### config.mk
export PLATFORM = sky130hd
export DESIGN_NAME = tcsu_timer
export DESIGN_NICKNAME = d
export VERILOG_FILES = /design/src/hw/tcsu_pkg.sv /design/src/hw/tcsu_timer.sv
export SDC_FILE = /design/constraint.sdc
export NUM_CORES = 1
export LEC_CHECK = 0
export BUFFER_PORTS_ARGS = -buffer_cell sky130_fd_sc_hd__buf_2
export CORE_ASPECT_RATIO = 1.1
export CORE_MARGIN = 1
export CORE_UTILIZATION = 53
export CTS_CLUSTER_SIZE = 24
export DETAILED_ROUTE_END_ITERATION = 7
export PLACE_DENSITY = 0.75
export SKIP_CTS_REPAIR_TIMING = 1
export SYNTH_ARGS = -nofsm -noshare
export SYNTH_HDL_FRONTEND = slang
export SYNTH_SLANG_ARGS = --single-unit
### constraint.sdc
create_clock -name ref_clk -period 2.4 [get_ports ref_clk]
set_clock_uncertainty 0.15 [all_clocks]
set_input_delay 0.48 -clock ref_clk [delete_from_list [all_inputs] [get_ports ref_clk]]
set_output_delay 0.48 -clock ref_clk [all_outputs]
set_load 0.005 [all_outputs]
### src/hw/tcsu_pkg.sv
package tcsu_pkg;

	localparam int ADDR_W = 8;
	localparam int DATA_W = 8;
	localparam int CNT_W = 16;

	// Register offsets, one byte each
	localparam logic [7:0] OFS_CTRL = 8'h12;
	localparam logic [7:0] OFS_STAT = 8'h13;
	localparam logic [7:0] OFS_CAP_HI = 8'h14;
	localparam logic [7:0] OFS_CAP_LO = 8'h15;
	localparam logic [7:0] OFS_CMP_HI = 8'h16;
	localparam logic [7:0] OFS_CMP_LO = 8'h17;
	localparam logic [7:0] OFS_CNT_HI = 8'h18;
	localparam logic [7:0] OFS_CNT_LO = 8'h19;
	localparam logic [7:0] OFS_ALT_HI = 8'h1A;
	localparam logic [7:0] OFS_ALT_LO = 8'h1B;

	// timer_control_reg fields
	localparam int CTRL_CAP_IE = 7;
	localparam int CTRL_CMP_IE = 6;
	localparam int CTRL_ROLL_IE = 5;
	localparam int CTRL_EDGE = 1;
	localparam int CTRL_LVL = 0;
	localparam logic [7:0] CTRL_RESET = 8'h00;
	localparam logic [7:0] CTRL_WMASK = 8'hE3;

	// timer_status_reg fields
	localparam int STAT_CAP = 7;
	localparam int STAT_CMP = 6;
	localparam int STAT_ROLL = 5;

	// Flag vector index
	localparam int FLG_CAP = 0;
	localparam int FLG_CMP = 1;
	localparam int FLG_ROLL = 2;
	localparam int FLG_N = 3;

	localparam logic [15:0] CNT_RESET = 16'hFFFC;
	localparam logic [15:0] CNT_ALL_ONES = 16'hFFFF;
	localparam int PRESCALE = 4;
	localparam int PRESC_W = 2;
	localparam logic [1:0] PRESC_LAST = 2'(PRESCALE - 1);
	localparam logic [1:0] PRESC_FIRST = 2'h0;

endpackage

### src/hw/tcsu_timer.sv
module tcsu_timer (
	input wire logic ref_clk,
	input wire logic rstn,
	input wire logic [tcsu_pkg::ADDR_W-1:0] reg_addr,
	input wire logic [tcsu_pkg::DATA_W-1:0] reg_wdata,
	input wire logic reg_wr,
	input wire logic reg_rd,
	output logic [tcsu_pkg::DATA_W-1:0] reg_rdata,
	input wire logic capture_input_pin,
	input wire logic stop_mode,
	output logic compare_output_pin,
	output logic capture_irq,
	output logic compare_irq,
	output logic rollover_irq,
	output logic timer_irq
);
	import tcsu_pkg::*;

	logic [DATA_W-1:0] ctrl_q;
	logic [PRESC_W-1:0] presc_q;
	logic [CNT_W-1:0] count_q;
	logic [DATA_W-1:0] cmp_hi_q;
	logic [DATA_W-1:0] cmp_lo_q;
	logic cmp_inhibit_q;
	logic cmp_out_q;
	logic [DATA_W-1:0] cap_hi_q;
	logic [DATA_W-1:0] cap_lo_q;
	logic cap_inhibit_q;
	logic pin_q;
	logic pin_seen_q;
	logic stop_armed_q;
	logic cap_flag_q;
	logic cmp_flag_q;
	logic roll_flag_q;
	logic [FLG_N-1:0] arm_q;
	logic [DATA_W-1:0] rdata_q;

	// Address decode
	wire sel_ctrl = reg_addr == OFS_CTRL;
	wire sel_stat = reg_addr == OFS_STAT;
	wire sel_cap_hi = reg_addr == OFS_CAP_HI;
	wire sel_cap_lo = reg_addr == OFS_CAP_LO;
	wire sel_cmp_hi = reg_addr == OFS_CMP_HI;
	wire sel_cmp_lo = reg_addr == OFS_CMP_LO;
	wire sel_cnt_hi = reg_addr == OFS_CNT_HI;
	wire sel_cnt_lo = reg_addr == OFS_CNT_LO;
	wire sel_alt_hi = reg_addr == OFS_ALT_HI;
	wire sel_alt_lo = reg_addr == OFS_ALT_LO;

	wire wr_ctrl = reg_wr & sel_ctrl;
	wire wr_cmp_hi = reg_wr & sel_cmp_hi;
	wire wr_cmp_lo = reg_wr & sel_cmp_lo;
	wire rd_stat = reg_rd & sel_stat;
	wire rd_cap_hi = reg_rd & sel_cap_hi;
	wire rd_cap_lo = reg_rd & sel_cap_lo;
	wire rd_cnt_lo = reg_rd & sel_cnt_lo;

	// Timebase: count, prescaler and compare frozen while the phase clock is stopped; capture edges are still latched
	wire running = ~stop_mode;
	wire tick = running & (presc_q == PRESC_LAST);
	wire rollover = tick & (count_q == CNT_ALL_ONES);
	wire cmp_phase = running & (presc_q == PRESC_FIRST);
	wire match = cmp_phase & ~cmp_inhibit_q & ({cmp_hi_q, cmp_lo_q} == count_q);

	// Capture edge detector; pin_seen_q masks a false edge right after reset
	wire rise = capture_input_pin & ~pin_q & pin_seen_q;
	wire fall = ~capture_input_pin & pin_q & pin_seen_q;
	wire cap_edge = ctrl_q[CTRL_EDGE] ? rise : fall;
	wire cap_set = running & (cap_edge | stop_armed_q);
	wire cap_load = cap_set & ~cap_inhibit_q;

	wire [FLG_N-1:0] flags = {roll_flag_q, cmp_flag_q, cap_flag_q};
	wire [FLG_N-1:0] flag_set = {rollover, match, cap_set};
	wire [FLG_N-1:0] flag_access = {rd_cnt_lo, wr_cmp_lo, rd_cap_lo};
	wire [FLG_N-1:0] flag_clr = arm_q & flag_access;

	wire [DATA_W-1:0] stat_byte = {cap_flag_q, cmp_flag_q, roll_flag_q, 5'h00};

	logic [DATA_W-1:0] rd_mux;
	always_comb begin
		rd_mux = '0;
		if (sel_ctrl) begin
			rd_mux = ctrl_q & CTRL_WMASK;
		end
		if (sel_stat) begin
			rd_mux = stat_byte;
		end
		if (sel_cap_hi) begin
			rd_mux = cap_hi_q;
		end
		if (sel_cap_lo) begin
			rd_mux = cap_lo_q;
		end
		if (sel_cmp_hi) begin
			rd_mux = cmp_hi_q;
		end
		if (sel_cmp_lo) begin
			rd_mux = cmp_lo_q;
		end
		// Alternate pair shows the same count but has no clearing side effect
		if (sel_cnt_hi | sel_alt_hi) begin
			rd_mux = count_q[15:8];
		end
		if (sel_cnt_lo | sel_alt_lo) begin
			rd_mux = count_q[7:0];
		end
	end

	// Reset-affected state: control, counter, sequencing bits, capture flag, compare output and read data only
	always_ff @(posedge ref_clk or negedge rstn) begin
		if (!rstn) begin
			ctrl_q <= CTRL_RESET;
			presc_q <= '0;
			count_q <= CNT_RESET;
		end else begin
			if (wr_ctrl) begin
				ctrl_q <= reg_wdata & CTRL_WMASK;
			end
			if (running) begin
				presc_q <= presc_q + 2'h1;
			end
			if (tick) begin
				count_q <= count_q + 16'h0001;
			end
		end
	end

	always_ff @(posedge ref_clk or negedge rstn) begin
		if (!rstn) begin
			cmp_inhibit_q <= 1'b0;
			cmp_out_q <= 1'b0;
		end else begin
			// Writing the high byte holds off compares until the pair is whole
			if (wr_cmp_hi) begin
				cmp_inhibit_q <= 1'b1;
			end else if (wr_cmp_lo) begin
				cmp_inhibit_q <= 1'b0;
			end
			if (match) begin
				cmp_out_q <= ctrl_q[CTRL_LVL];
			end
		end
	end

	always_ff @(posedge ref_clk or negedge rstn) begin
		if (!rstn) begin
			pin_q <= 1'b0;
			pin_seen_q <= 1'b0;
			cap_inhibit_q <= 1'b0;
			stop_armed_q <= 1'b0;
			cap_flag_q <= 1'b0;
		end else begin
			pin_q <= capture_input_pin;
			pin_seen_q <= 1'b1;
			// High byte read freezes the pair until the low byte is read
			if (rd_cap_hi) begin
				cap_inhibit_q <= 1'b1;
			end else if (rd_cap_lo) begin
				cap_inhibit_q <= 1'b0;
			end
			if (running) begin
				stop_armed_q <= 1'b0;
			end else if (cap_edge) begin
				stop_armed_q <= 1'b1;
			end
			cap_flag_q <= flag_set[FLG_CAP] | (cap_flag_q & ~flag_clr[FLG_CAP]);
		end
	end

	// Data and flags that reset leaves alone; they hold whatever was there
	always_ff @(posedge ref_clk) begin
		if (wr_cmp_hi) begin
			cmp_hi_q <= reg_wdata;
		end
		if (wr_cmp_lo) begin
			cmp_lo_q <= reg_wdata;
		end
		if (cap_load) begin
			cap_hi_q <= count_q[15:8];
			cap_lo_q <= count_q[7:0];
		end
		cmp_flag_q <= flag_set[FLG_CMP] | (cmp_flag_q & ~flag_clr[FLG_CMP]);
		roll_flag_q <= flag_set[FLG_ROLL] | (roll_flag_q & ~flag_clr[FLG_ROLL]);
	end

	// Clear arming per flag; a status read re-samples which flags are armed
	genvar gi;
	generate
		for (gi = 0; gi < FLG_N; gi++) begin : g_arm
			always_ff @(posedge ref_clk or negedge rstn) begin
				if (!rstn) begin
					arm_q[gi] <= 1'b0;
				end else if (rd_stat) begin
					arm_q[gi] <= flags[gi] === 1'b1;
				end else if (flag_clr[gi]) begin
					arm_q[gi] <= 1'b0;
				end
			end
		end
	endgenerate

	always_ff @(posedge ref_clk or negedge rstn) begin
		if (!rstn) begin
			rdata_q <= '0;
		end else begin
			rdata_q <= reg_rd ? rd_mux : '0;
		end
	end

	assign reg_rdata = rdata_q;
	assign compare_output_pin = cmp_out_q;
	// Combinational so the request rises in the cycle its flag rises
	assign capture_irq = ctrl_q[CTRL_CAP_IE] & cap_flag_q;
	assign compare_irq = ctrl_q[CTRL_CMP_IE] & cmp_flag_q;
	assign rollover_irq = ctrl_q[CTRL_ROLL_IE] & roll_flag_q;
	assign timer_irq = capture_irq | compare_irq | rollover_irq;

endmodule // tcsu_timer
# Word level (Yosys, flattened, before mapping)

Index checks and enable logic that the tools add are counted.

Flip-flop bits (word level): 75
Input port bits: 22
Logic and storage cells: 108

Add/sub/neg operators: 2
Eq/ne operators: 17
Muxes and demuxes: 22
Bitwise operators: 41
Reductions and logical operators: 6

Operators with widths:

| operator                                                                | count |
|---|---|
| 8-bit by 5-bit equality test with 1-bit output, second input constant   | 10 |
| 8-bit 2-to-1 mux                                                        | 9 |
| 1-bit bitwise AND                                                       | 24 |
| 16-bit by 1-bit adder with 16-bit output, second input constant         | 1 |
| 16-bit equality test                                                    | 1 |
| 16-bit equality test, second input constant                             | 1 |
| 1-bit 2-to-1 mux                                                        | 13 |
| 2-bit nonzero test                                                      | 5 |
| 1-bit inverter                                                          | 8 |
| 1-bit OR                                                                | 8 |
| 3-bit bitwise AND                                                       | 1 |
| 1-bit === test, second input constant                                   | 3 |
| 2-bit by 1-bit adder with 2-bit output, second input constant           | 1 |
| 2-bit equality test, second input constant                              | 1 |
| 2-bit zero test                                                         | 1 |
| 2-bit by 1-bit inequality test with 1-bit output, second input constant | 1 |

# Logic depth before layout (Yosys ltp)

Gate-level depths: netlist of run 1.

Depth in word-level cells: 10
Depth in mapped cells: 7
Depth with buffers taken out: 6

# Least setup slack after synthesis of run 1

OpenSTA, ideal clock, no wires.

Kind: input -> register
From: input capture_input_pin
To: register cap_hi_q[0], enable pin
Setup time: 0.409 ns
Arrival time: 1.903 ns
Data required time: 1.841 ns
Slack: -0.063 ns
Cell stages on the path: 5
Path buffers: 0
Cells stage by stage: nor2_1 -> nand2_1 -> o21ai_0 -> a21oi_1 -> nor3_1

Longest elaborated chain between the ends: 7

RTL lines:

| element                         | RTL line          | source |
|---|---|---|
| start: declaration              | tcsu_timer.sv:9   | `input wire logic capture_input_pin,` |
| 1-bit inverter                  | tcsu_timer.sv:67  | `wire fall = ~capture_input_pin & pin_q & pin_seen_q;` |
| 1-bit bitwise AND (2 in series) | tcsu_timer.sv:67  |  |
| 1-bit 2-to-1 mux *              | tcsu_timer.sv:68  | `wire cap_edge = ctrl_q[CTRL_EDGE] ? rise : fall;` |
| 1-bit OR *                      | tcsu_timer.sv:69  | `wire cap_set = running & (cap_edge \| stop_armed_q);` |
| 1-bit bitwise AND *             | tcsu_timer.sv:69  |  |
| 1-bit bitwise AND *             | tcsu_timer.sv:70  | `wire cap_load = cap_set & ~cap_inhibit_q;` |
| via cap_load                    | tcsu_timer.sv:70  |  |
| end signal: assignment          | tcsu_timer.sv:179 | `cap_hi_q <= count_q[15:8];` |
| end: declaration                | tcsu_timer.sv:26  | `logic [DATA_W-1:0] cap_hi_q;` |

Mark *: on every way through the listed nets, which the timed path passes. The rest lies on a longest branch.
A chain may end at the register's enable or synchronous reset.

# Final worst setup path of run 1

From: register count_q[6]
To: register cmp_out_q, in the netlist compare_output_pin

Longest elaborated chain between the ends: 2

RTL lines:

| element                  | RTL line          | source |
|---|---|---|
| start: declaration       | tcsu_timer.sv:21  | `logic [CNT_W-1:0] count_q;` |
| start signal: assignment | tcsu_timer.sv:123 | `count_q <= count_q + 16'h0001;` |
| 16-bit equality test     | tcsu_timer.sv:63  | `wire match = cmp_phase & ~cmp_inhibit_q & ({cmp_hi_q, cmp_lo_q} == count_q);` |
| 1-bit bitwise AND        | tcsu_timer.sv:63  |  |
| end signal: assignment   | tcsu_timer.sv:140 | `cmp_out_q <= ctrl_q[CTRL_LVL];` |
| end: declaration         | tcsu_timer.sv:25  | `logic cmp_out_q;` |

Every way passes these cells.

==> results of run 1 <==
## where the power goes
part	internal [µW]	total [µW]	switching (µW)
registers	1450	1550	102
logic	160	340	181
clock network	565	1020	459
## cells by family (layout without fill, tap and decap cells)
family                     after synthesis  in the layout
AOI/OAI and AO/OA                       46             46
xor gates and xnor gates                32             32
adders and majority gates                3              3
buffers and inverters                   26             71
DFF                                     75             75
muxes                                   18             18
other                                    1              1
and+or+nand+nor                        101            101
## cell usage in the layout, fill, tap and decap left out, types with 6 or more instances in the layout
cell type	n
xor2_1	7
clkbuf_8	9
edfxtp_1	32
mux2_2	9
buf_4	10
o21ai_0	15
dfrtp_1	27
nor2_1	12
buf_2	34
xnor2_1	25
and2_1	6
a21oi_1	10
dfstp_2	14
nand3_1	13
nand2_1	29
inv_1	11
nand4_1	9
## registers in the layout, summed over array words and instances (netlist names)
name	count
cap_flag_q	1
cap_hi_q	8
presc_q	2
pin_seen_q	1
reg_rdata	8
cmp_inhibit_q	1
cmp_lo_q	8
pin_q	1
stop_armed_q	1
cap_inhibit_q	1
compare_output_pin	1
cap_lo_q	8
cmp_hi_q	8
count_q	16
ctrl_q	5
arm_q	3
roll_flag_q	1
cmp_flag_q	1
## worst register-to-register path, cell delays in order, from the launching register on
cell	delay [ps]
dfstp_2	650
xnor2_1	140
nand3_1	100
nor3_1	270
nand4_1	220
mux2_2	320
## through the flow
step	instance area (µm²)	utilization, %	total power, µW	worst slack [ps]	hold WS (ps)
5_1_grt	4098	62.14	3047	291.9	83.48
3_5_place_dp	3880	58.84	1917	87.84	327.9
2_1_floorplan	3617	-	1788	320.3	34.41
6_report	4098	62.14	2915	434.8	34.68
3_3_place_gp	3880	58.84	1903	130.6	326.4
4_1_cts	4098	62.14	2927	448.5	53.79
## area by class of cell
cell class	instances	area [µm²]
Inverter	11	41.29
Tap cell	82	102.6
Sequential cell	75	2044
Timing Repair Buffer	44	245.2
Clock buffer	14	206.4
Fill cell	517	2496
Multi-Input combinational cell	201	1446
Clock inverter	2	11.26
## worst max path at each step
stage                     cells past startpoint                              to  slack (ps)
after detailed placement                      5           cmp_lo_q[3]$_DFFE_PP_          90
after global routing                          5  compare_output_pin$_DFFE_PN0P_         290
final                                         5  compare_output_pin$_DFFE_PN0P_         430
after CTS                                     4                       timer_irq         450
after floorplan                               4           cmp_lo_q[0]$_DFFE_PP_         320
after global placement                        5           cmp_lo_q[2]$_DFFE_PP_         130
## per-layer routing
layer,vias up,global-route usage (%)
met5,-,0
met3,23,5.052
li1,1161,-
met2,108,40.60
met1,1222,32.61
met4,0,11.69
==> metrics.yaml, run 1 <==
status: "completed"
yosys_warnings: 0
stdcell_count: 429
cts_tree: "yes"
route.met3.wl_um: 447
arrival_ps: 2050
async_flop_share_pct: 54.67
std_cell_rows: 31
insertion_delay_ps: 350
reg2reg_depth: 5
finalCritPeriodShare_pct: 81.88
drt-total-wl_um: 8130
gp_congestion: 0.8329
wl_met1_um: 3498
postSynthAreaPerCell_um2: 11.96
clkSlewWorstSetupHoldPaths_ps: 80
vias: 2514
start_util_pct: 54.78
die-area_um2: 7150
grt_pass1_vias: 2421
cts_sinks: 75
hold_violations: 0
grt_pass1_wl_um: 12650
synthDistinctLibCells: 56
synth.cell_area_um2: 3612
syn-num-nets: 327
gr-total-overflow: 0
synth_compound_area_share_pct: 8.244
yosys_register_bits: 75
min_path_type: "in -> async"
crit_slowest_cell: "dfstp_2"
place_inst: 413
place_hpwl_um: 5810
ys_seq_area_share_pct: 56.60
synth_edf_count: 32
crit_path_max_fanout: 8
dieHeight_um: 88.59
startpoint: "count_q[6]$_DFFE_PN1P_"
portBuffers: 34
maxSlewViolCount: 0
fin_crit_ps: 1965
nNetsFinal: 367
cts_made_buffers: 9
synth_common_cells: "edfxtp_1, nand2_1, dfrtp_1"
drive_above_1_share_pct: 27.95
htree_num_levels: 3
muxShareOfSynthArea_pct: 6.547
synth_top_family_by_area: "simple AND/OR/NAND/NOR gates"
top_layer: "met4"
crit_type: "reg -> reg"
grt_max_degree: 42
grt_antenna_before_repair: 0
critical-path-top-delay-family: "flip-flops"
area_growth_pct: 13.44
cts_root_buffer: "clkbuf_8"
synth_area_leaders: "edfxtp_1, dfrtp_1, dfstp_2, xnor2_1, nand2_1"
regToRegSetupSlack_ps: 430
max-clock-path-buffers: 2
r2r-start: "count_q[6]$_DFFE_PN1P_"
first_pass_iters: 5
fin_setup_tns_ps: 0
ir_drop_mv: 0.5162
drt_iter0_drc: 173
ant_nets: 0
maxCapViolations: 0
netlist_instances: 302
fmax_mhz: 508.9
synth_xor_area_share_pct: 7.759
synth_top_area_share_pct: 26.60
vias_per_cell: 5.860
cellPowerDensity_nw_per_um2: 711.5
critPathCaptureType: "register"
report.final.setup_viol: 0
n_antenna_cell: 0
cp-start-kind: "register"
io_pins: 35
crit_chain: "xnor2_1 -> nand3_1 -> nor3_1 -> nand4_1 -> mux2_2"
synth_most_common_cell: "edfxtp_1"
leakage_uw: 0.001678
maxSlewHeadroom_pct: 64.38
synth-main-ff-cell: "edfxtp_1"
r2r_end: "compare_output_pin$_DFFE_PN0P_"
max_stage_delay_ps: 650
synth-simple-area-share_pct: 16.21
synth_fa_ha_area_share_pct: 1.039
crit_required_ps: 2490
rsz0062_at_grt: "no"
die_width_um: 80.72
core_region_area_um2: 6594
grt_usage_pct: 25.11
synth_top_area_cell: "edfxtp_1"
routedWlPerCell_um: 18.95
crit_buf_inv: 0
wl_met2_um: 3976
drc: 0
tightestPinTransition_ps: 534.3
Note: power is estimated with default switching activity, not from simulation.
==> run 2, diff against run 1 <==
--- a/config.mk
+++ b/config.mk
@@ -5,13 +5,14 @@
 export SDC_FILE = /design/constraint.sdc
 export NUM_CORES = 1
 export LEC_CHECK = 0
+export ABC_AREA = 1
 export BUFFER_PORTS_ARGS = -buffer_cell sky130_fd_sc_hd__buf_2
 export CORE_ASPECT_RATIO = 1.1
 export CORE_MARGIN = 1
 export CORE_UTILIZATION = 53
 export CTS_CLUSTER_SIZE = 24
 export DETAILED_ROUTE_END_ITERATION = 7
-export PLACE_DENSITY = 0.75
+export PLACE_DENSITY = 0.76
 export SKIP_CTS_REPAIR_TIMING = 1
 export SYNTH_ARGS = -nofsm -noshare
 export SYNTH_HDL_FRONTEND = slang
==> constraint.sdc (replaced) <==
create_clock -name ref_clk -period 1.59 [get_ports ref_clk]
set_clock_uncertainty 0.15 [all_clocks]
set_input_delay 0.318 -clock ref_clk [delete_from_list [all_inputs] [get_ports ref_clk]]
set_output_delay 0.318 -clock ref_clk [all_outputs]
set_load 0.005 [all_outputs]
==> run 2 against run 1 <==
The flow now finishes with violations (negative setup slack). Worst hold slack worse by 21 ps. Register-to-register slack worse by 570 ps. Synthesized area down 1.4%. Die area decreased by 1.4%. Routed wire length up 10%. Non-clock buffer count increased by 55. Final area up 14%. Via count increased by 17%. Count of clock-buffer cells in the layout is 5 lower. Clock power rose by 44%. Synthesized cell count grew 19%. Sequential power rose by 51%.
==> metrics.yaml, run 2 <==
cts_tree: "yes"
arrival_ps: 1850
ys_seq_area_share_pct: 57.39
setup_ws_ps: -133.6
hold_violations: 0
critPathCaptureType: "register"
violations: "negative setup slack"
drive_above_1_share_pct: 36.67
top_register: "count_q"
placed_area_um2: 4264
cts_made_buffers: 9
nNetsFinal: 489
synth_fa_ha_area_share_pct: 1.054
insertion_delay_ps: 360
gp_congestion: 0.8983
crit_required_ps: 1720
ir_drop_mv: 0.8478
synthDistinctLibCells: 33
max-clock-path-buffers: 2
vias_per_cell: 5.355
area.sequential_um2: 2046
gr-total-overflow: 0
drt_iter0_drc: 211
synth-simple-area-share_pct: 21.25
stdcell_count: 549
drc: 0
htree_num_levels: 3
fmax_mhz: 580.2
synth_top_family_by_area: "simple AND/OR/NAND/NOR gates"
io_pins: 35
muxShareOfSynthArea_pct: 1.897
clkSlewWorstSetupHoldPaths_ps: 90
routedWlPerCell_um: 16.31
start_util_pct: 56.15
yosys_register_bits: 75
synth-main-ff-cell: "edfxtp_1"
die-area_um2: 7053
vias: 2940
maxSlewViolCount: 0
maxCapViolations: 0
synth_xor_area_share_pct: 7.376
grt_max_degree: 42
holdPathStages: 1
largest_register_ffs: 16
synth_top_area_cell: "edfxtp_1"
reg2reg_depth: 8
drt-total-wl_um: 8952
first_pass_iters: 5
fin_crit_ps: 1724
num-fill-cells: 464
cellPowerDensity_nw_per_um2: 997.3
grt_pass1_wl_um: 14170
syn-num-nets: 385
async_flop_share_pct: 54.67
cts_sinks: 75
multi_input_area_um2: 1415
grt_pass1_vias: 2961
cp-start-kind: "register"
dieHeight_um: 87.99
die_width_um: 80.17
synth_most_common_cell: "nand2_1"
rsz0062_at_grt: "yes"
status: "finished, violations left"
std_cell_rows: 30
grt_antenna_before_repair: 0
report.final.setup_viol: 24
crit_type: "reg -> reg"
area_growth_pct: 31.16
mostFrequentLayoutCells: "nand2_1, buf_4, inv_1"
core_region_area_um2: 6344
min_path_type: "in -> reg"
portBuffers: 34
stdcell_area_um2: 4672
postSynthAreaPerCell_um2: 9.895
regToRegSetupSlack_ps: -130
grt_usage_pct: 27.63
netlist_instances: 360
synth_common_cells: "nand2_1, inv_1, nand3_1"
crit_path_max_fanout: 3
ant_nets: 0
synth_top_area_share_pct: 26.98
finalCritPeriodShare_pct: 108.4
yosys_warnings: 0
synth_area_leaders: "edfxtp_1, dfrtp_1, dfstp_2, nand2_1, nand3_1"
cts_root_buffer: "clkbuf_8"
leakage_uw: 0.002180
synth_compound_area_share_pct: 5.058
synth.cell_area_um2: 3562
place_hpwl_um: 6453
synth_edf_count: 32
layout_commonest_cell: "nand2_1"
place_inst: 521
n_antenna_cell: 0
[run 2: cell count changes after synthesis, moves of 4 or more]
| cell | delta |
|---|---|
| nand2_1 | +43 |
| inv_1 | +32 |
| nand3_1 | +23 |
| nor2_1 | +9 |
| o21ai_0 | +8 |
| xnor2_1 | -7 |
| and2_1 | -6 |
| nor2_2 | +6 |
| a221oi_1 | -5 |
| nor2b_1 | -5 |
| xor2_1 | +5 |
| mux2_4 | -4 |
| nor3_1 | -4 |
| or2_2 | +4 |
[run 2: area by class of cell]
cell class / instances / share of cell area, %
repair buffers: 99 / 15.88
well taps: 80 / 2.142
flip-flops and latches: 75 / 43.79
multi-input cells: 233 / 30.29
inverters: 46 / 3.696
clock buffers: 9 / 2.651
clock inverters: 7 / 1.553
[run 2: worst max-delay path, cell delays in order, from the launching register on]
cell     delay [ps]
dfrtp_1         400
ha_4            160
nand2_4          60
nor3_4          230
nand4_4         150
nor2_4          160
nand2_4          90
nor2_4           90
xor2_1          150
[run 2: power breakdown]
group | switching, µW | total, µW | internal (µW)
combinational | 417 | 857 | 440
sequential | 131 | 2340 | 2200
clock | 733 | 1470 | 733
total | 1280 | 4660 | 3380
[run 2: metal layers]
| layer | GRT usage, % | part of all wire [%] |
|---|---|---|
| met5 | 0 | 0 |
| met4 | 16.23 | 4.4 |
| met3 | 4.479 | 4.9 |
| met2 | 46.00 | 49 |
| met1 | 34.11 | 41 |
[run 2: cells by family after synthesis]
group | after synthesis
AO/OA/AOI/OAI | 35
XOR/XNOR | 30
adder cells (fa/ha/maj) | 3
buffers and inverters | 52
flip-flops | 75
multiplexers | 6
other | 1
AND/OR/NAND/NOR | 158
[run 2: final timing paths]
check | from | to
setup / recovery | presc_q[0]$_DFFE_PN0N_ | count_q[13]$_DFFE_PN1P_
hold / removal | reg_wdata[6] | cmp_lo_q[6]$_DFFE_PP_
setup reg to reg | presc_q[0]$_DFFE_PN0N_ | count_q[13]$_DFFE_PN1P_
hold reg to reg | cmp_flag_q$_DFF_P_ | cmp_flag_q$_DFF_P_
max in group asynchronous | rstn | count_q[13]$_DFFE_PN1P_
min in group asynchronous | rstn | cap_inhibit_q$_DFFE_PN0P_
[run 2: stage by stage]
| step | power (µW) | setup TNS (ps) | hold WS [ps] | utilization [%] | setup slack [ps] |
|---|---|---|---|---|---|
| 2_1_floorplan | 2725 | -278.8 | -127.6 | - | -17.69 |
| 3_3_place_gp | 3096 | -6370 | 154.9 | 67.22 | -183.8 |
| 3_5_place_dp | 3137 | -7997 | 159.7 | 67.22 | -243.8 |
| 4_1_cts | 4588 | -2568 | -233.7 | 70.32 | -181.0 |
| 5_1_grt | 4867 | -4048 | 5.295 | 73.65 | -209.2 |
| 6_report | 4659 | -1828 | 13.58 | 73.65 | -133.6 |
